--- src/rtl/core_mem_pkg.sv ---
// Shared constants for the core memory cycle controller.
// Assumes a single 40 MHz clock; all bus pins are asynchronous to it.
package core_mem_pkg;
	// ==========================================================
	// Bus address fields
	localparam int ADDR_W = 18;
	localparam int DATA_W = 16;
	localparam int BANK_W = 4;
	localparam int BANK_HI = 17;
	localparam int BANK_LO = 14;
	localparam int ROW_W = 7;
	localparam int ROW_HI = 13;
	localparam int ROW_LO = 7;
	localparam int COL_W = 6;
	localparam int COL_HI = 6;
	localparam int COL_LO = 1;
	localparam int BYTE_SEL_BIT = 0;

	// ==========================================================
	// Cycle type codes on the two control lines
	localparam logic [1:0] CTL_READ_RESTORE = 2'h0;
	localparam logic [1:0] CTL_READ_PAUSE = 2'h1;
	localparam logic [1:0] CTL_WRITE_WORD = 2'h2;
	localparam logic [1:0] CTL_WRITE_BYTE = 2'h3;

	// ==========================================================
	// Timing
	localparam int CLK_PERIOD_NS = 25;
	localparam int FULL_CYCLE_NS = 900;
	localparam int HALF_CYCLE_NS = 450;
	localparam int READ_ACCESS_NS = 400;
	localparam int WRITE_ACCEPT_NS = 200;
	localparam int CNT_W = 6;
	// Each phase is half the full cycle; exact multiple of the period
	localparam logic [CNT_W-1:0] HALF_CYCLES = CNT_W'(HALF_CYCLE_NS / CLK_PERIOD_NS);
	localparam logic [CNT_W-1:0] FULL_CYCLES = CNT_W'(FULL_CYCLE_NS / CLK_PERIOD_NS);
	// Longest times round down
	localparam logic [CNT_W-1:0] ACCESS_MAX = CNT_W'(READ_ACCESS_NS / CLK_PERIOD_NS);
	localparam logic [CNT_W-1:0] ACCEPT_MAX = CNT_W'(WRITE_ACCEPT_NS / CLK_PERIOD_NS);
	// Sense strobe point inside the read phase
	localparam logic [CNT_W-1:0] STROBE_CYC = 6'h0A;

	// ==========================================================
	// Cycle sequencer states
	typedef enum logic [3:0] {
		ST_IDLE = 4'h1,
		ST_READ = 4'h2,
		ST_WRITE = 4'h4,
		ST_DONE = 4'h8
	} cyc_state_t;
endpackage

--- src/rtl/pin_sync.sv ---
// Two-stage synchroniser for a group of asynchronous pins.
// Assumes the group is sampled on clk and read only from q.
`timescale 1ns/1ps
module pin_sync #(
	parameter int WIDTH = 1
) (
	// Clock and reset
	input wire logic clk,
	input wire logic rst_n,
	// Pins in, synchronised copy out
	input wire logic [WIDTH-1:0] d,
	output logic [WIDTH-1:0] q
);
	logic [WIDTH-1:0] meta_reg;
	logic [WIDTH-1:0] sync_reg;

	// ==========================================================
	// First stage feeds the second only
	always_ff @(posedge clk or negedge rst_n) begin
		if (!rst_n) begin
			meta_reg <= '0;
			sync_reg <= '0;
		end else begin
			meta_reg <= d;
			sync_reg <= meta_reg;
		end
	end

	assign q = sync_reg;
endmodule

--- src/rtl/core_cycle_ctrl.sv ---
// Cycle sequencer for a 16-bit core memory bank on an asynchronous bus.
// Assumes bus pins and sense amplifier outputs are asynchronous to clk.
//
// Function
// - Recognise and sequence four bus cycle types
// - Read 900 ns, pause 450, data by 400
// - Writes accept data by 200; 900/450 ns
// - Read-restore loads register, then writes back
// - Pause read skips write-back, sets flag
// - Word write clears by reading, then writes
// - Pause flag set: write skips clearing read
// - Byte write merges sensed and bus bytes
// - Byte write stores both halves together
// - Byte write after pause skips read
// - Address bit zero selects written byte
// - Latch full 18-bit address per cycle
// - Read and write drive, opposite polarity
// - Power fail inhibits all core drive
// - Bits 17..14 compared with bank number
// - Bits 13..1 select word; even low
`timescale 1ns/1ps
module core_cycle_ctrl
	import core_mem_pkg::*;
#(
	parameter logic [core_mem_pkg::BANK_W-1:0] BANK_NUM = 4'h0
) (
	// Clock and reset
	input wire logic clk,
	input wire logic rst_n,
	// Bus request side
	input wire logic [core_mem_pkg::ADDR_W-1:0] bus_addr,
	input wire logic [1:0] bus_ctl,
	input wire logic bus_msyn,
	input wire logic bus_dc_lo_n,
	// Bus data and reply
	input wire logic [core_mem_pkg::DATA_W-1:0] bus_data_in,
	output logic [core_mem_pkg::DATA_W-1:0] bus_data_out,
	output logic bus_data_oe,
	output logic bus_ssyn_oe,
	// Core stack drive
	output logic [core_mem_pkg::ROW_W-1:0] core_row,
	output logic [core_mem_pkg::COL_W-1:0] core_col,
	output logic read_drv,
	output logic write_drv_n,
	output logic [core_mem_pkg::DATA_W-1:0] inhibit,
	output logic sense_strobe,
	input wire logic [core_mem_pkg::DATA_W-1:0] sense_bits
);
	import core_mem_pkg::*;

	localparam int SYNC_W = 2 + 2 + ADDR_W + 2 * DATA_W;

	// ==========================================================
	// Helpers
	function automatic logic is_write(input logic [1:0] c);
		return c[1];
	endfunction

	// Selected byte from new_w, the other byte from old_w
	function automatic logic [DATA_W-1:0] byte_merge(input logic [DATA_W-1:0] old_w,
		input logic [DATA_W-1:0] new_w, input logic hi_sel);
		return hi_sel ? {new_w[15:8], old_w[7:0]} : {old_w[15:8], new_w[7:0]};
	endfunction

	// ==========================================================
	// Pin synchronisation
	logic msyn_s;
	logic pwr_ok;
	logic [1:0] ctl_s;
	logic [ADDR_W-1:0] addr_s;
	logic [DATA_W-1:0] data_s;
	logic [DATA_W-1:0] sense_s;

	pin_sync #(.WIDTH(SYNC_W)) u_sync (
		.clk(clk),
		.rst_n(rst_n),
		.d({bus_msyn, bus_dc_lo_n, bus_ctl, bus_addr, bus_data_in, sense_bits}),
		.q({msyn_s, pwr_ok, ctl_s, addr_s, data_s, sense_s})
	);

	// ==========================================================
	// State
	cyc_state_t state_reg;
	cyc_state_t state_next;
	logic [CNT_W-1:0] cnt_reg;
	logic [CNT_W-1:0] cnt_next;
	logic [ADDR_W-1:0] addr_reg;
	logic [1:0] ctl_reg;
	logic [DATA_W-1:0] data_reg;
	logic [DATA_W-1:0] data_next;
	logic pause_reg;
	logic pause_next;
	logic ssyn_reg;
	logic ssyn_next;
	logic data_oe_reg;
	logic data_oe_next;

	// ==========================================================
	// Request decode
	wire in_idle = (state_reg == ST_IDLE);
	wire in_read = (state_reg == ST_READ);
	wire in_write = (state_reg == ST_WRITE);
	wire bank_hit = (addr_s[BANK_HI:BANK_LO] == BANK_NUM);
	// Other banks and power fail never start a cycle
	wire start_go = in_idle & msyn_s & ~ssyn_reg & bank_hit & pwr_ok;
	wire start_wr = start_go & is_write(ctl_s);
	wire phase_end = (cnt_reg == HALF_CYCLES - 6'h01);
	wire strobe = in_read & (cnt_reg == STROBE_CYC);
	wire rd_type = ~is_write(ctl_reg);
	wire read_ack = strobe & rd_type;

	// ==========================================================
	// Sequencer: read phase then write phase, each half a cycle
	always_comb begin
		state_next = state_reg;
		case (state_reg)
			ST_IDLE: begin
				if (start_go) begin
					// Write after a pause read goes straight to writing
					state_next = (is_write(ctl_s) && pause_reg) ? ST_WRITE : ST_READ;
				end
			end
			ST_READ: begin
				if (phase_end) begin
					// Pause read ends at the half cycle; others continue
					state_next = (ctl_reg == CTL_READ_PAUSE) ? ST_DONE : ST_WRITE;
				end
			end
			ST_WRITE: begin
				if (phase_end) begin
					state_next = ST_DONE;
				end
			end
			ST_DONE: begin
				// Wait until the master has seen the reply and let go
				if (!ssyn_reg) begin
					state_next = ST_IDLE;
				end
			end
			default: state_next = ST_IDLE;
		endcase
	end

	assign cnt_next = (state_next != state_reg) ? '0 :
		((in_read | in_write) ? cnt_reg + 6'h01 : cnt_reg);

	// ==========================================================
	// Data register: bus data at acceptance, sense data at strobe
	always_comb begin
		data_next = data_reg;
		if (start_wr) begin
			if (ctl_s == CTL_WRITE_BYTE) begin
				data_next = byte_merge(data_reg, data_s, addr_s[BYTE_SEL_BIT]);
			end else begin
				data_next = data_s;
			end
		end else if (strobe) begin
			case (ctl_reg)
				CTL_READ_RESTORE: data_next = sense_s;
				CTL_READ_PAUSE: data_next = sense_s;
				// Keep the bus byte, take the other half from the cores
				CTL_WRITE_BYTE: data_next = byte_merge(sense_s, data_reg,
					addr_reg[BYTE_SEL_BIT]);
				default: data_next = data_reg; // Word write only clears
			endcase
		end
	end

	// Pause flag set by a pause read, dropped when the write finishes
	assign pause_next = (in_read & phase_end & (ctl_reg == CTL_READ_PAUSE)) ? 1'b1 :
		((in_write & phase_end) ? 1'b0 : pause_reg);

	// Reply held until the master drops its sync; set wins over clear
	assign ssyn_next = start_wr | read_ack | (ssyn_reg & msyn_s);
	assign data_oe_next = read_ack | (data_oe_reg & msyn_s);

	// ==========================================================
	// Registers
	always_ff @(posedge clk or negedge rst_n) begin
		if (!rst_n) begin
			state_reg <= ST_IDLE;
			cnt_reg <= '0;
			addr_reg <= '0;
			ctl_reg <= CTL_READ_RESTORE;
			data_reg <= '0;
			pause_reg <= 1'b0;
			ssyn_reg <= 1'b0;
			data_oe_reg <= 1'b0;
		end else begin
			state_reg <= state_next;
			cnt_reg <= cnt_next;
			data_reg <= data_next;
			pause_reg <= pause_next;
			ssyn_reg <= ssyn_next;
			data_oe_reg <= data_oe_next;
			if (start_go) begin
				addr_reg <= addr_s;
				ctl_reg <= ctl_s;
			end
		end
	end

	// ==========================================================
	// Stack drive; power fail forces every driver off
	wire drive_rd = in_read & pwr_ok;
	wire drive_wr = in_write & pwr_ok;
	assign read_drv = drive_rd;
	assign write_drv_n = ~drive_wr;
	// Inhibit keeps a core at 0; both bytes written in one phase
	assign inhibit = drive_wr ? ~data_reg : '0;
	assign sense_strobe = strobe & pwr_ok;
	assign core_row = addr_reg[ROW_HI:ROW_LO];
	assign core_col = addr_reg[COL_HI:COL_LO];
	assign bus_data_out = data_reg;
	assign bus_data_oe = data_oe_reg;
	assign bus_ssyn_oe = ssyn_reg;
endmodule

--- config.mk ---
export PLATFORM = sky130hd
export DESIGN_NAME = core_cycle_ctrl
export DESIGN_NICKNAME = d
export VERILOG_FILES = /design/src/rtl/core_mem_pkg.sv /design/src/rtl/pin_sync.sv /design/src/rtl/core_cycle_ctrl.sv
export SDC_FILE = /design/constraint.sdc
export NUM_CORES = 1
export LEC_CHECK = 0
export BUFFER_PORTS_ARGS = -buffer_cell sky130_fd_sc_hd__buf_4
export CORE_AREA = 2 2 103 105
export DETAILED_ROUTE_END_ITERATION = 16
export DIE_AREA = 0 0 105 107
export PLACE_DENSITY = 0.88
export SLEW_MARGIN = 20
export SYNTH_ARGS = -nofsm -noshare
export SYNTH_HDL_FRONTEND = slang
export SYNTH_SLANG_ARGS = --single-unit
export TNS_END_PERCENT = 5
--- constraint.sdc ---
create_clock -name clk -period 2.17 [get_ports clk]
set_input_delay 0.434 -clock clk [delete_from_list [all_inputs] [get_ports clk]]
set_output_delay 0.434 -clock clk [all_outputs]
set_load 0.01 [all_outputs]
==> results.md, run 1 <==
* Area share of the largest cell type after synthesis at 0.716
* Area Overhead vs Synth at 38.1%
* Synth cell types at 55
* Drc violations at 0
* Root buffer cell: clkbuf_8
* Multi-input logic area at 1380 µm²
* Final Wtd Congestion at 0.907
* Status: finished with violations
* Layout Skew at 0.00678 ns
* Main synth FF type: dfrtp_1
* CP max stage cell: dfrtp_2
* I/O Buffers at 105
* Hold_ws at 0.0131 ns
* Post-synth ARST share at 1.00
* Die X at 105 µm
* Crit path DAT at 1.93 ns
* Layout cells sized above 1 at 0.415
* Boundary Pins at 106
* Via count at 3784
* CP endpoint kind: primary output
* #FFs+latches synth at 153
* Syn_nets at 417
* Critical Path RT at 1.74 ns
* Critical Path Start Type: register
* Core footprint at 10100 µm²
* RSZ-0062 raised after global routing: yes
* Die height at 107 µm
* Vias in the first global route at 3749
* Failing checks: setup timing
* Setup Crit Path Kind: reg -> out
* Max H-tree Level at 4
* CTS tree: done
* Area of the die at 11200 µm²
* Largest fanout on the critical path at 2
* DR iter-0 viols at 429
* Overall routing resource usage at 0.228
* FILL cells at 602
* Clock Sinks at 153
* Vias/cell at 5.72
* Final cycle utilization of the critical path at 1.09
* Detailed placer's ending HPWL at 6.97 mm
* N_diodes at 0
* Place WS at 0.195 ns
* Max_slew headroom at 0.507
* DRT Pass-1 Iters at 5
* P per Cell Area at 899 nW/µm²
* Register area at 3840 µm²
* Setup WS post-layout at -0.195 ns
* CTS Buf Count at 17
* Clk slew on worst S/H paths at 0.07 ns
* Sequential area share after synthesis at 0.721
* Largest area contributor in the netlist: dfrtp_1
* Min cycle time layout at 2.36 ns
* Rows at 37
* Setup violators final at 21
* Initial antenna violation count at 0
* Grt total ovfl at 0
* Hold Path Class: in -> reg
* Warnings, synthesis at 0
* Worst stage delay on the critical path at 0.42 ns
* Syn Inst Count at 358
* Leakage at 3.36 nW
* WL final at 13.9 mm
* Antenna Nets Post-Route at 0
* Nets@finish at 571
* Final total power at 6.60 mW
* CTS Buffer Depth at 2
* EDFF count, synth at 0
* Most used cell, CP: buf_4
* First-pass GRT wire length at 19.1 mm
* MaxCap Viol Count at 0
* Peak supply drop at 0.614 mV
* Final Slew Violations at 0
* Initial core utilization at 0.526
* Setup TNS at -2.59 ns
* Cells along the critical path: buf_4 -> nor4b_4 -> and3_4 -> and2_1 -> buf_4
* Worst Max-Slew Pin Slew at 0.735 ns
* Fmax achieved at 423 MHz
* Largest net degree at the start of global routing at 59
* Cell Area, Synth at 5310 µm²
* Synth Area per Inst at 14.8 µm²
* Layout Utilization at 0.727
* Hold Violations, Final at 0
* Clk Latency, worst-skew pair at 0.53 ns
* Mean routed wirelength per cell at 21.0 µm
* Synth top area cells: dfrtp_1 72%, mux2_2 3.0%, nand3_1 2.6%
-- cells in the final DEF (no fill, tap or decap), drive strengths merged, types with 6 or more instances in the layout --
master         n
a221oi         8
a2bb2oi        8
a31oi         10
buf          126
clkbuf        18
clkinvlp       8
dfrtp        152
dlygate4sd3   37
inv            7
mux2          15
nand2         12
nand3         29
nand4          6
nor2          17
nor4b          6
o21ai         16
-- per-stage QoR --
step           cell area (µm²)  cells
4_1_cts                   7100    647
5_1_grt                   7340    661
3_5_place_dp              6190    584
2_1_floorplan             5310    358
6_report                  7340    661
3_3_place_gp              6190    584
-- where the power goes --
group          leakage (nW)  total [mW]  internal [mW]  switching [mW]
logic                  1.28       0.611          0.332           0.279
clock network         0.247        2.75           1.55            1.20
registers              1.84        3.24           3.06           0.172
-- critical path: cells and delay by family, from the launching register on --
family,cells,cell delay (ns)
AND/OR/NAND/NOR,3,0.70
flip-flops,1,0.42
buffers and inverters,2,0.27
-- cells by family (layout without fill, tap and decap cells) --
family,count (synthesis),count (layout),synth area share
AO/OA/AOI/OAI,56,56,0.0784
XOR/XNOR,5,5,0.00824
adder cells (fa/ha/maj),3,3,0.00707
buffers and inverters,34,201,0.0429
flip-flops,153,153,0.721
multiplexers,15,15,0.0318
AND/OR/NAND/NOR,92,92,0.111
-- cell type report --
type                    count  share of cell area
well taps                 136              0.0232
clock inverters            14              0.0172
multi-input cells         171               0.188
inverters                   6             0.00307
flip-flops and latches    153               0.523
clock buffers              18              0.0583
repair buffers            163               0.187
-- worst paths after layout --
kind / cells after the start / start / slack (ns) / endpoint
min in group asynchronous: 2 / rst_n / 0.41 / u_sync.meta_reg[24]$_DFF_PN0_
max in group asynchronous: 3 / rst_n / 1.09 / u_sync.meta_reg[37]$_DFF_PN0_
worst max-delay path: 5 / state_reg[1]$_DFF_PN0_ / -0.19 / sense_strobe
worst min register to register: 0 / u_sync.meta_reg[45]$_DFF_PN0_ / 0.35 / u_sync.q[45]$_DFF_PN0_
worst min-delay path: 1 / bus_data_in[2] / 0.01 / u_sync.meta_reg[18]$_DFF_PN0_
worst max register to register: 7 / state_reg[1]$_DFF_PN0_ / -0.01 / bus_data_out[13]$_DFFE_PN0P_
-- what timing repair did --
item / CTS / global route
gates cloned: 1 / 0
endpoints found under the setup margin: 19 / 39
hold buffers: 25 / 12
setup buffers: 5 / 2
pin swaps: 4 / 3
hold endpoints to repair: 73 / 12
resized for setup: 20 / 28
-- per-layer routing --
metal / global-route usage / up-vias / share of wire
li1: - / 1571 / -
met1: 0.262 / 1906 / 0.36
met2: 0.385 / 248 / 0.52
met3: 0.0663 / 59 / 0.072
met4: 0.128 / 0 / 0.043
met5: 0 / - / 0
-- cell usage after synthesis, drive strengths merged, types with 4 or more instances --
library cell,instances
a221oi,8
o21ai,16
nand3,29
inv,6
nor4b,6
nand2,12
nor4,4
a21oi,4
a31oi,10
dfrtp,152
mux2,15
nand2b,4
nand4,6
a2bb2oi,8
buf,24
clkbuf,4
nor2,17
Note: power is estimated with default switching activity, not from simulation.
==> inputs of run 2 (changes only) <==
--- a/config.mk
+++ b/config.mk
@@ -6,10 +6,11 @@
 export NUM_CORES = 1
 export LEC_CHECK = 0
 export BUFFER_PORTS_ARGS = -buffer_cell sky130_fd_sc_hd__buf_4
-export CORE_AREA = 2 2 103 105
+export CORE_AREA = 2 2 101 103
+export CTS_BUF_LIST = sky130_fd_sc_hd__clkbuf_8
 export DETAILED_ROUTE_END_ITERATION = 16
-export DIE_AREA = 0 0 105 107
-export PLACE_DENSITY = 0.88
+export DIE_AREA = 0 0 103 105
+export PLACE_DENSITY = 0.9
 export SLEW_MARGIN = 20
 export SYNTH_ARGS = -nofsm -noshare
 export SYNTH_HDL_FRONTEND = slang
==> results.md, run 2 (synthesis gave the netlist of run 1 again) <==
* Status: finished with violations
* Failing checks: setup timing
* Root buffer cell: clkbuf_8
* I/O Buffers at 105 (unchanged)
* First-pass GRT wire length at 17.5 mm (-8.3%)
* Most frequent cells in the layout: 149 x dfrtp_1, 115 x buf_4, 28 x nand3_1
* Via count at 3314 (-12%)
* Setup TNS at -1.74 ns (+0.851 ns)
* RSZ-0062 raised after global routing: yes
* Boundary Pins at 106 (unchanged)
* Max_slew headroom at 0.567 (+0.0604)
* Place WS at 0.120 ns (-0.0759 ns)
* Area of the die at 10800 µm² (-3.7%)
* Final Slew Violations at 0 (unchanged)
* Clk slew on worst S/H paths at 0.08 ns (about the same)
* Die X at 103 µm (-1.9%)
* Layout Skew at 0.0108 ns (+0.00404 ns)
* Initial antenna violation count at 0 (unchanged)
* Commonest non-fill, non-tap cell in the layout: dfrtp_1
* Overall routing resource usage at 0.219 (-0.00914)
* Die height at 105 µm (-1.9%)
* DRT Pass-1 Iters at 4 (-1)
* Largest net degree at the start of global routing at 58 (-1.7%)
* Placed cell areas at 6180 µm² (-0.18%)
* Grt total ovfl at 0 (unchanged)
* Vias/cell at 5.34 (-6.8%)
* Critical Path RT at 1.74 ns (about the same)
* Min cycle time layout at 2.30 ns (-0.0689 ns)
* Final instance area at 6780 µm² (-7.6%)
* Clock Sinks at 153 (unchanged)
* Reg2Reg Depth at 5 (-2)
* Crit path DAT at 1.86 ns (-0.07 ns)
* CTS Buf Count at 17 (unchanged)
* N_diodes at 0 (unchanged)
* Hold_ws at 0.0908 ns (+0.0777 ns)
* Area Overhead vs Synth at 27.6%
* Hold_sp: sense_bits[12]
* Worst Max-Slew Pin Slew at 0.645 ns (-0.0901 ns)
* WL final at 10.6 mm (-23%)
* Detailed placer's ending HPWL at 7.10 mm (+1.9%)
* Core footprint at 9640 µm² (-4.5%)
* Peak supply drop at 0.669 mV (+9.0%)
* WHS Path Cells at 1 (unchanged)
* Critical Path Start Type: register
* Final Wtd Congestion at 0.907 (about the same)
* Largest fanout on the critical path at 5 (+3)
* Final total power at 5.79 mW (-12%)
* Max H-tree Level at 4 (unchanged)
* MaxCap Viol Count at 0 (unchanged)
* Setup Crit Path Kind: reg -> out
* Setup WS post-layout at -0.126 ns (+0.0689 ns)
* Layout cells sized above 1 at 0.428 (+0.0130)
* Leakage at 3.16 nW (-5.9%)
* R2r startpoint: state_reg[1]$_DFF_PN0_
* Fmax achieved at 436 MHz (+3.0%)
* CP endpoint kind: primary output
* Hold Violations, Final at 0 (unchanged)
* Rows at 36 (-2.7%)
* Clk Latency, worst-skew pair at 0.44 ns (-0.09 ns)
* Setup violators final at 18 (-14%)
* Antenna Nets Post-Route at 0 (unchanged)
* Nets@finish at 534 (-6.5%)
* Mean routed wirelength per cell at 17.1 µm (-18%)
* CTS Buffer Depth at 2 (unchanged)
* CTS tree: done
* Vias in the first global route at 3565 (-4.9%)
* P per Cell Area at 854 nW/µm² (-5.0%)
* Worst setup path startpoint: state_reg[1]$_DFF_PN0_
* Initial core utilization at 0.551 (+0.0247)
* Drc violations at 0 (unchanged)
* Hold Path Class: in -> reg
* DR iter-0 viols at 256 (-40%)
* Final cycle utilization of the critical path at 1.06 (-0.0317)
==> run 2: where the power goes <==
part | switching [mW] | internal [mW] | leakage (nW)
clock network | 1.03 | 1.02 | 0.185
registers | 0.154 | 3.06 | 1.84
logic | 0.240 | 0.288 | 1.13
==> run 2: worst paths after layout <==
check,slack [ns],endpoint
max,-0.13,inhibit[15]
min,0.09,u_sync.meta_reg[12]$_DFF_PN0_
max reg2reg,0.04,bus_data_out[5]$_DFFE_PN0P_
min reg2reg,0.35,u_sync.q[23]$_DFF_PN0_
max in group asynchronous,0.99,u_sync.q[36]$_DFF_PN0_
min in group asynchronous,0.51,bus_data_out[8]$_DFFE_PN0P_
==> run 2: per-stage QoR <==
stage / util / cells
2_1_floorplan: - / 358
5_1_grt: 0.703 / 621
3_3_place_gp: 0.641 / 580
6_report: 0.703 / 621
3_5_place_dp: 0.641 / 580
4_1_cts: 0.695 / 621
==> run 2: area by class of cell <==
cell class	count	area [µm²]
Timing Repair Buffer	126	1010
Fill cell	603	2860
Sequential cell	153	3830
Multi-Input combinational cell	171	1360
Clock inverter	15	155
Inverter	6	22.5
Tap cell	133	166
Clock buffer	17	234
==> run 2: timing repair <==
action                                  in CTS  in global routing
setup buffers                                7                  0
endpoints found under the hold margin       53                  0
pin swaps                                    4                  5
hold buffers                                 1                  0
endpoints found under the setup margin      19                 26
cloned                                       1                  0
resized for setup                           18                 22
==> run 2: critical path, stage by stage (launching register included) <==
cell	delay (ns)
dfrtp_2	0.45
nor4b_4	0.37
nand2_2	0.19
buf_6	0.18
nor2_2	0.09
buf_4	0.13
==> run 2: metal layers <==
layer / vias up / part of all wire / global-route usage
met2: 123 / 0.52 / 0.341
met4: 0 / 0.028 / 0.110
li1: 1489 / - / -
met3: 28 / 0.057 / 0.0662
met5: - / 0 / 0
met1: 1674 / 0.39 / 0.277
==> inputs of run 3 (changes only) <==
--- a/config.mk
+++ b/config.mk
@@ -5,6 +5,7 @@
 export SDC_FILE = /design/constraint.sdc
 export NUM_CORES = 1
 export LEC_CHECK = 0
+export ABC_AREA = 1
 export BUFFER_PORTS_ARGS = -buffer_cell sky130_fd_sc_hd__buf_4
 export CORE_AREA = 2 2 101 103
 export CTS_BUF_LIST = sky130_fd_sc_hd__clkbuf_8
==> results.md, run 3 <==
* Final cycle utilization of the critical path at 0.958 (-0.0997)
* Area share of the largest cell type after synthesis at 0.717 (+0.00101)
* Syn_nets at 527 (+26%)
* Final Slew Violations at 0 (unchanged)
* Warnings, synthesis at 0 (unchanged)
* Most frequent cells in the layout: 151 x dfrtp_1, 134 x nand2_1, 114 x buf_4
* Syn Inst Count at 468 (+31%)
* Largest area contributor in the netlist: dfrtp_1
* Layout cells sized above 1 at 0.301 (-0.128)
* Die X at 103 µm (unchanged)
* CTS Buffer Depth at 2 (unchanged)
* Critical Path Start Type: register
* Top-count cell post-synth: dfrtp_1
* Crit path DAT at 1.65 ns (-0.21 ns)
* N_diodes at 0 (unchanged)
* DR iter-0 viols at 235 (-8.2%)
* EDFF count, synth at 0 (unchanged)
* Die height at 105 µm (unchanged)
* Drc violations at 0 (unchanged)
* I/O Buffers at 105 (unchanged)
* Sequential area share after synthesis at 0.722 (+0.00102)
* Min cycle time layout at 2.08 ns (-0.216 ns)
* P per Cell Area at 901 nW/µm² (+5.5%)
* Final Wtd Congestion at 0.892 (-1.7%)
* Antenna Nets Post-Route at 0 (unchanged)
* Rows at 36 (unchanged)
* Placed cell areas at 6220 µm² (+0.61%)
* Largest fanout on the critical path at 3 (-2)
* Nets@finish at 646 (+21%)
* Max H-tree Level at 4 (unchanged)
* CTS Buf Count at 17 (unchanged)
* WL final at 10.9 mm (+2.2%)
* MaxCap Viol Count at 0 (unchanged)
* Final instance area at 6680 µm² (-1.5%)
* Initial core utilization at 0.550 (-0.000779)
* Clock Sinks at 153 (unchanged)
* Hold_ws at 0.0953 ns (+0.00451 ns)
* Setup Crit Path Kind: reg -> out
* Logic pwr share at 0.124 (+0.033)
* Clk slew on worst S/H paths at 0.08 ns (about the same)
* Detailed placer's ending HPWL at 7.62 mm (+7.3%)
* Max_slew headroom at 0.635 (+0.0680)
* Initial antenna violation count at 0 (unchanged)
* Synth top area cells: dfrtp_1 72%, nand2_1 9.7%, nand3_1 3.4%
* Layout Skew at 0.0135 ns (+0.00264 ns)
* Area Overhead vs Synth at 25.9%
* CP max stage cell: dfrtp_1
* Synth cell types at 28 (-49%)
* Worst stage delay on the critical path at 0.43 ns (-0.02 ns)
* CP endpoint kind: primary output
* Root buffer cell: clkbuf_8
* First-pass GRT wire length at 17.5 mm (about the same)
* Cells along the critical path: inv_2 -> nand2_2 -> nor2_4 -> nand3_2 -> nor2_2 -> buf_4
* Hold Path Class: in -> reg
* DRT Pass-1 Iters at 5 (+1)
* #FFs+latches synth at 153 (unchanged)
* Via count at 3695 (+11%)
* Synth Area per Inst at 11.3 µm² (-24%)
* Worst Max-Slew Pin Slew at 0.547 ns (-0.0977 ns)
* Largest net degree at the start of global routing at 63 (+8.6%)
* Overall routing resource usage at 0.219 (about the same)
* P_int at 4.50 mW (+3.0%)
* Clk Latency, worst-skew pair at 0.44 ns (about the same)
* Commonest non-fill, non-tap cell in the layout: dfrtp_1
* Status: complete, no violations
* Core footprint at 9640 µm² (unchanged)
* Clk pwr share at 0.335 (-0.019)
* Critical Path RT at 1.74 ns (about the same)
* Buf+Inv Stages, Crit Path at 2 (unchanged)
* Mean routed wirelength per cell at 14.8 µm (-13%)
* Fmax achieved at 481 MHz (+10%)
* Cell Area, Synth at 5310 µm² (-0.14%)
* Leakage at 3.49 nW (+10%)
* Switch Pwr at 1.52 mW (+6.8%)
* Boundary Pins at 106 (unchanged)
* Grt total ovfl at 0 (unchanged)
* Sw Ratio at 0.253 (+0.00684)
* Area of the die at 10800 µm² (unchanged)
* Post-synth ARST share at 1.00 (unchanged)
* Top cells by count, synth: 152 x dfrtp_1, 137 x nand2_1, 36 x nand3_1
* Main synth FF type: dfrtp_1
* Peak supply drop at 0.700 mV (+4.6%)
* CP top delay family: simple AND/OR/NAND/NOR gates
* Vias in the first global route at 3729 (+4.6%)
* Seq pwr share at 0.541 (-0.014)
* Setup violators final at 0 (-18)
* Hold Violations, Final at 0 (unchanged)
* CTS tree: done
* Vias/cell at 5.05 (-5.4%)
## run 3: changes by cell type in the layout (fill, tap and decap cells not counted), moves of 8 or more
cell and change:
mux2_2 -14, a2bb2oi_1 -8, nand2_1 +125, a221oi_1 -8, inv_2 +9, inv_1 +24, nor2_1 +26, a31oi_1 -9
## run 3: kinds of logic after synthesis
logic type,after synthesis,share of synthesized area
AO/OA/AOI/OAI,20,0.0210
XOR/XNOR,5,0.00825
flip-flops,153,0.722
AND/OR/NAND/NOR,230,0.190
adder cells (fa/ha/maj),3,0.00708
buffers and inverters,57,0.0519
## run 3: routing by layer
metal | track usage | part of all wire
met1 | 0.250 | 0.35
met2 | 0.367 | 0.55
met3 | 0.0548 | 0.058
met4 | 0.130 | 0.041
met5 | 0 | 0
## run 3: worst paths after layout
check	start	cells past startpoint	endpoint	slack, ns
setup / recovery	state_reg[2]$_DFF_PN0_	6	sense_strobe	0.09
max in group asynchronous	rst_n	3	u_sync.meta_reg[52]$_DFF_PN0_	0.99
hold reg to reg	u_sync.meta_reg[21]$_DFF_PN0_	0	u_sync.q[21]$_DFF_PN0_	0.34
hold / removal	bus_addr[5]	1	u_sync.meta_reg[37]$_DFF_PN0_	0.1
min in group asynchronous	rst_n	2	u_sync.meta_reg[16]$_DFF_PN0_	0.53
setup reg to reg	state_reg[0]$_DFF_PN1_	9	bus_data_out[2]$_DFFE_PN0P_	0.14
## run 3: through the flow
| step | power [mW] | utilization | setup TNS (ns) | setup WS (ns) | instances |
|---|---|---|---|---|---|
| after floorplan | 3.67 | - | 0 | 0.338 | 468 |
| after global placement | 3.97 | 0.645 | 0 | 0.260 | 697 |
| after detailed placement | 4.03 | 0.645 | 0 | 0.103 | 697 |
| after CTS | 6.04 | 0.690 | -0.0220 | -0.0220 | 731 |
| after global routing | 6.27 | 0.693 | -0.00205 | -0.00205 | 732 |
| final | 6.02 | 0.693 | 0 | 0.0905 | 732 |
## run 3: power groups by stage
stage | Clock [mW] | Combinational, mW | Sequential, mW
2_1_floorplan | 0 | 0.399 | 3.27
3_3_place_gp | 0 | 0.685 | 3.28
3_5_place_dp | 0 | 0.728 | 3.30
4_1_cts | 2.04 | 0.744 | 3.25
5_1_grt | 2.18 | 0.818 | 3.28
6_report | 2.02 | 0.746 | 3.25
## run 3: cell type report
class,count,area (µm²)
inverter,38,143
fill,638,2960
sequential,153,3830
clock inverter,8,70.1
multi-input combinational,258,1230
tap,133,166
clock buffer,23,317
timing repair buffer,119,920
## run 3: what timing repair did
| item | CTS | global route |
|---|---|---|
| hold buffers | 1 | 0 |
| setup buffers | 2 | 1 |
| cloned | 0 | 0 |
| resized for setup | 5 | 9 |
| pin swaps | 1 | 2 |
| endpoints found under the setup margin | 18 | 25 |
| endpoints found under the hold margin | 56 | 0 |
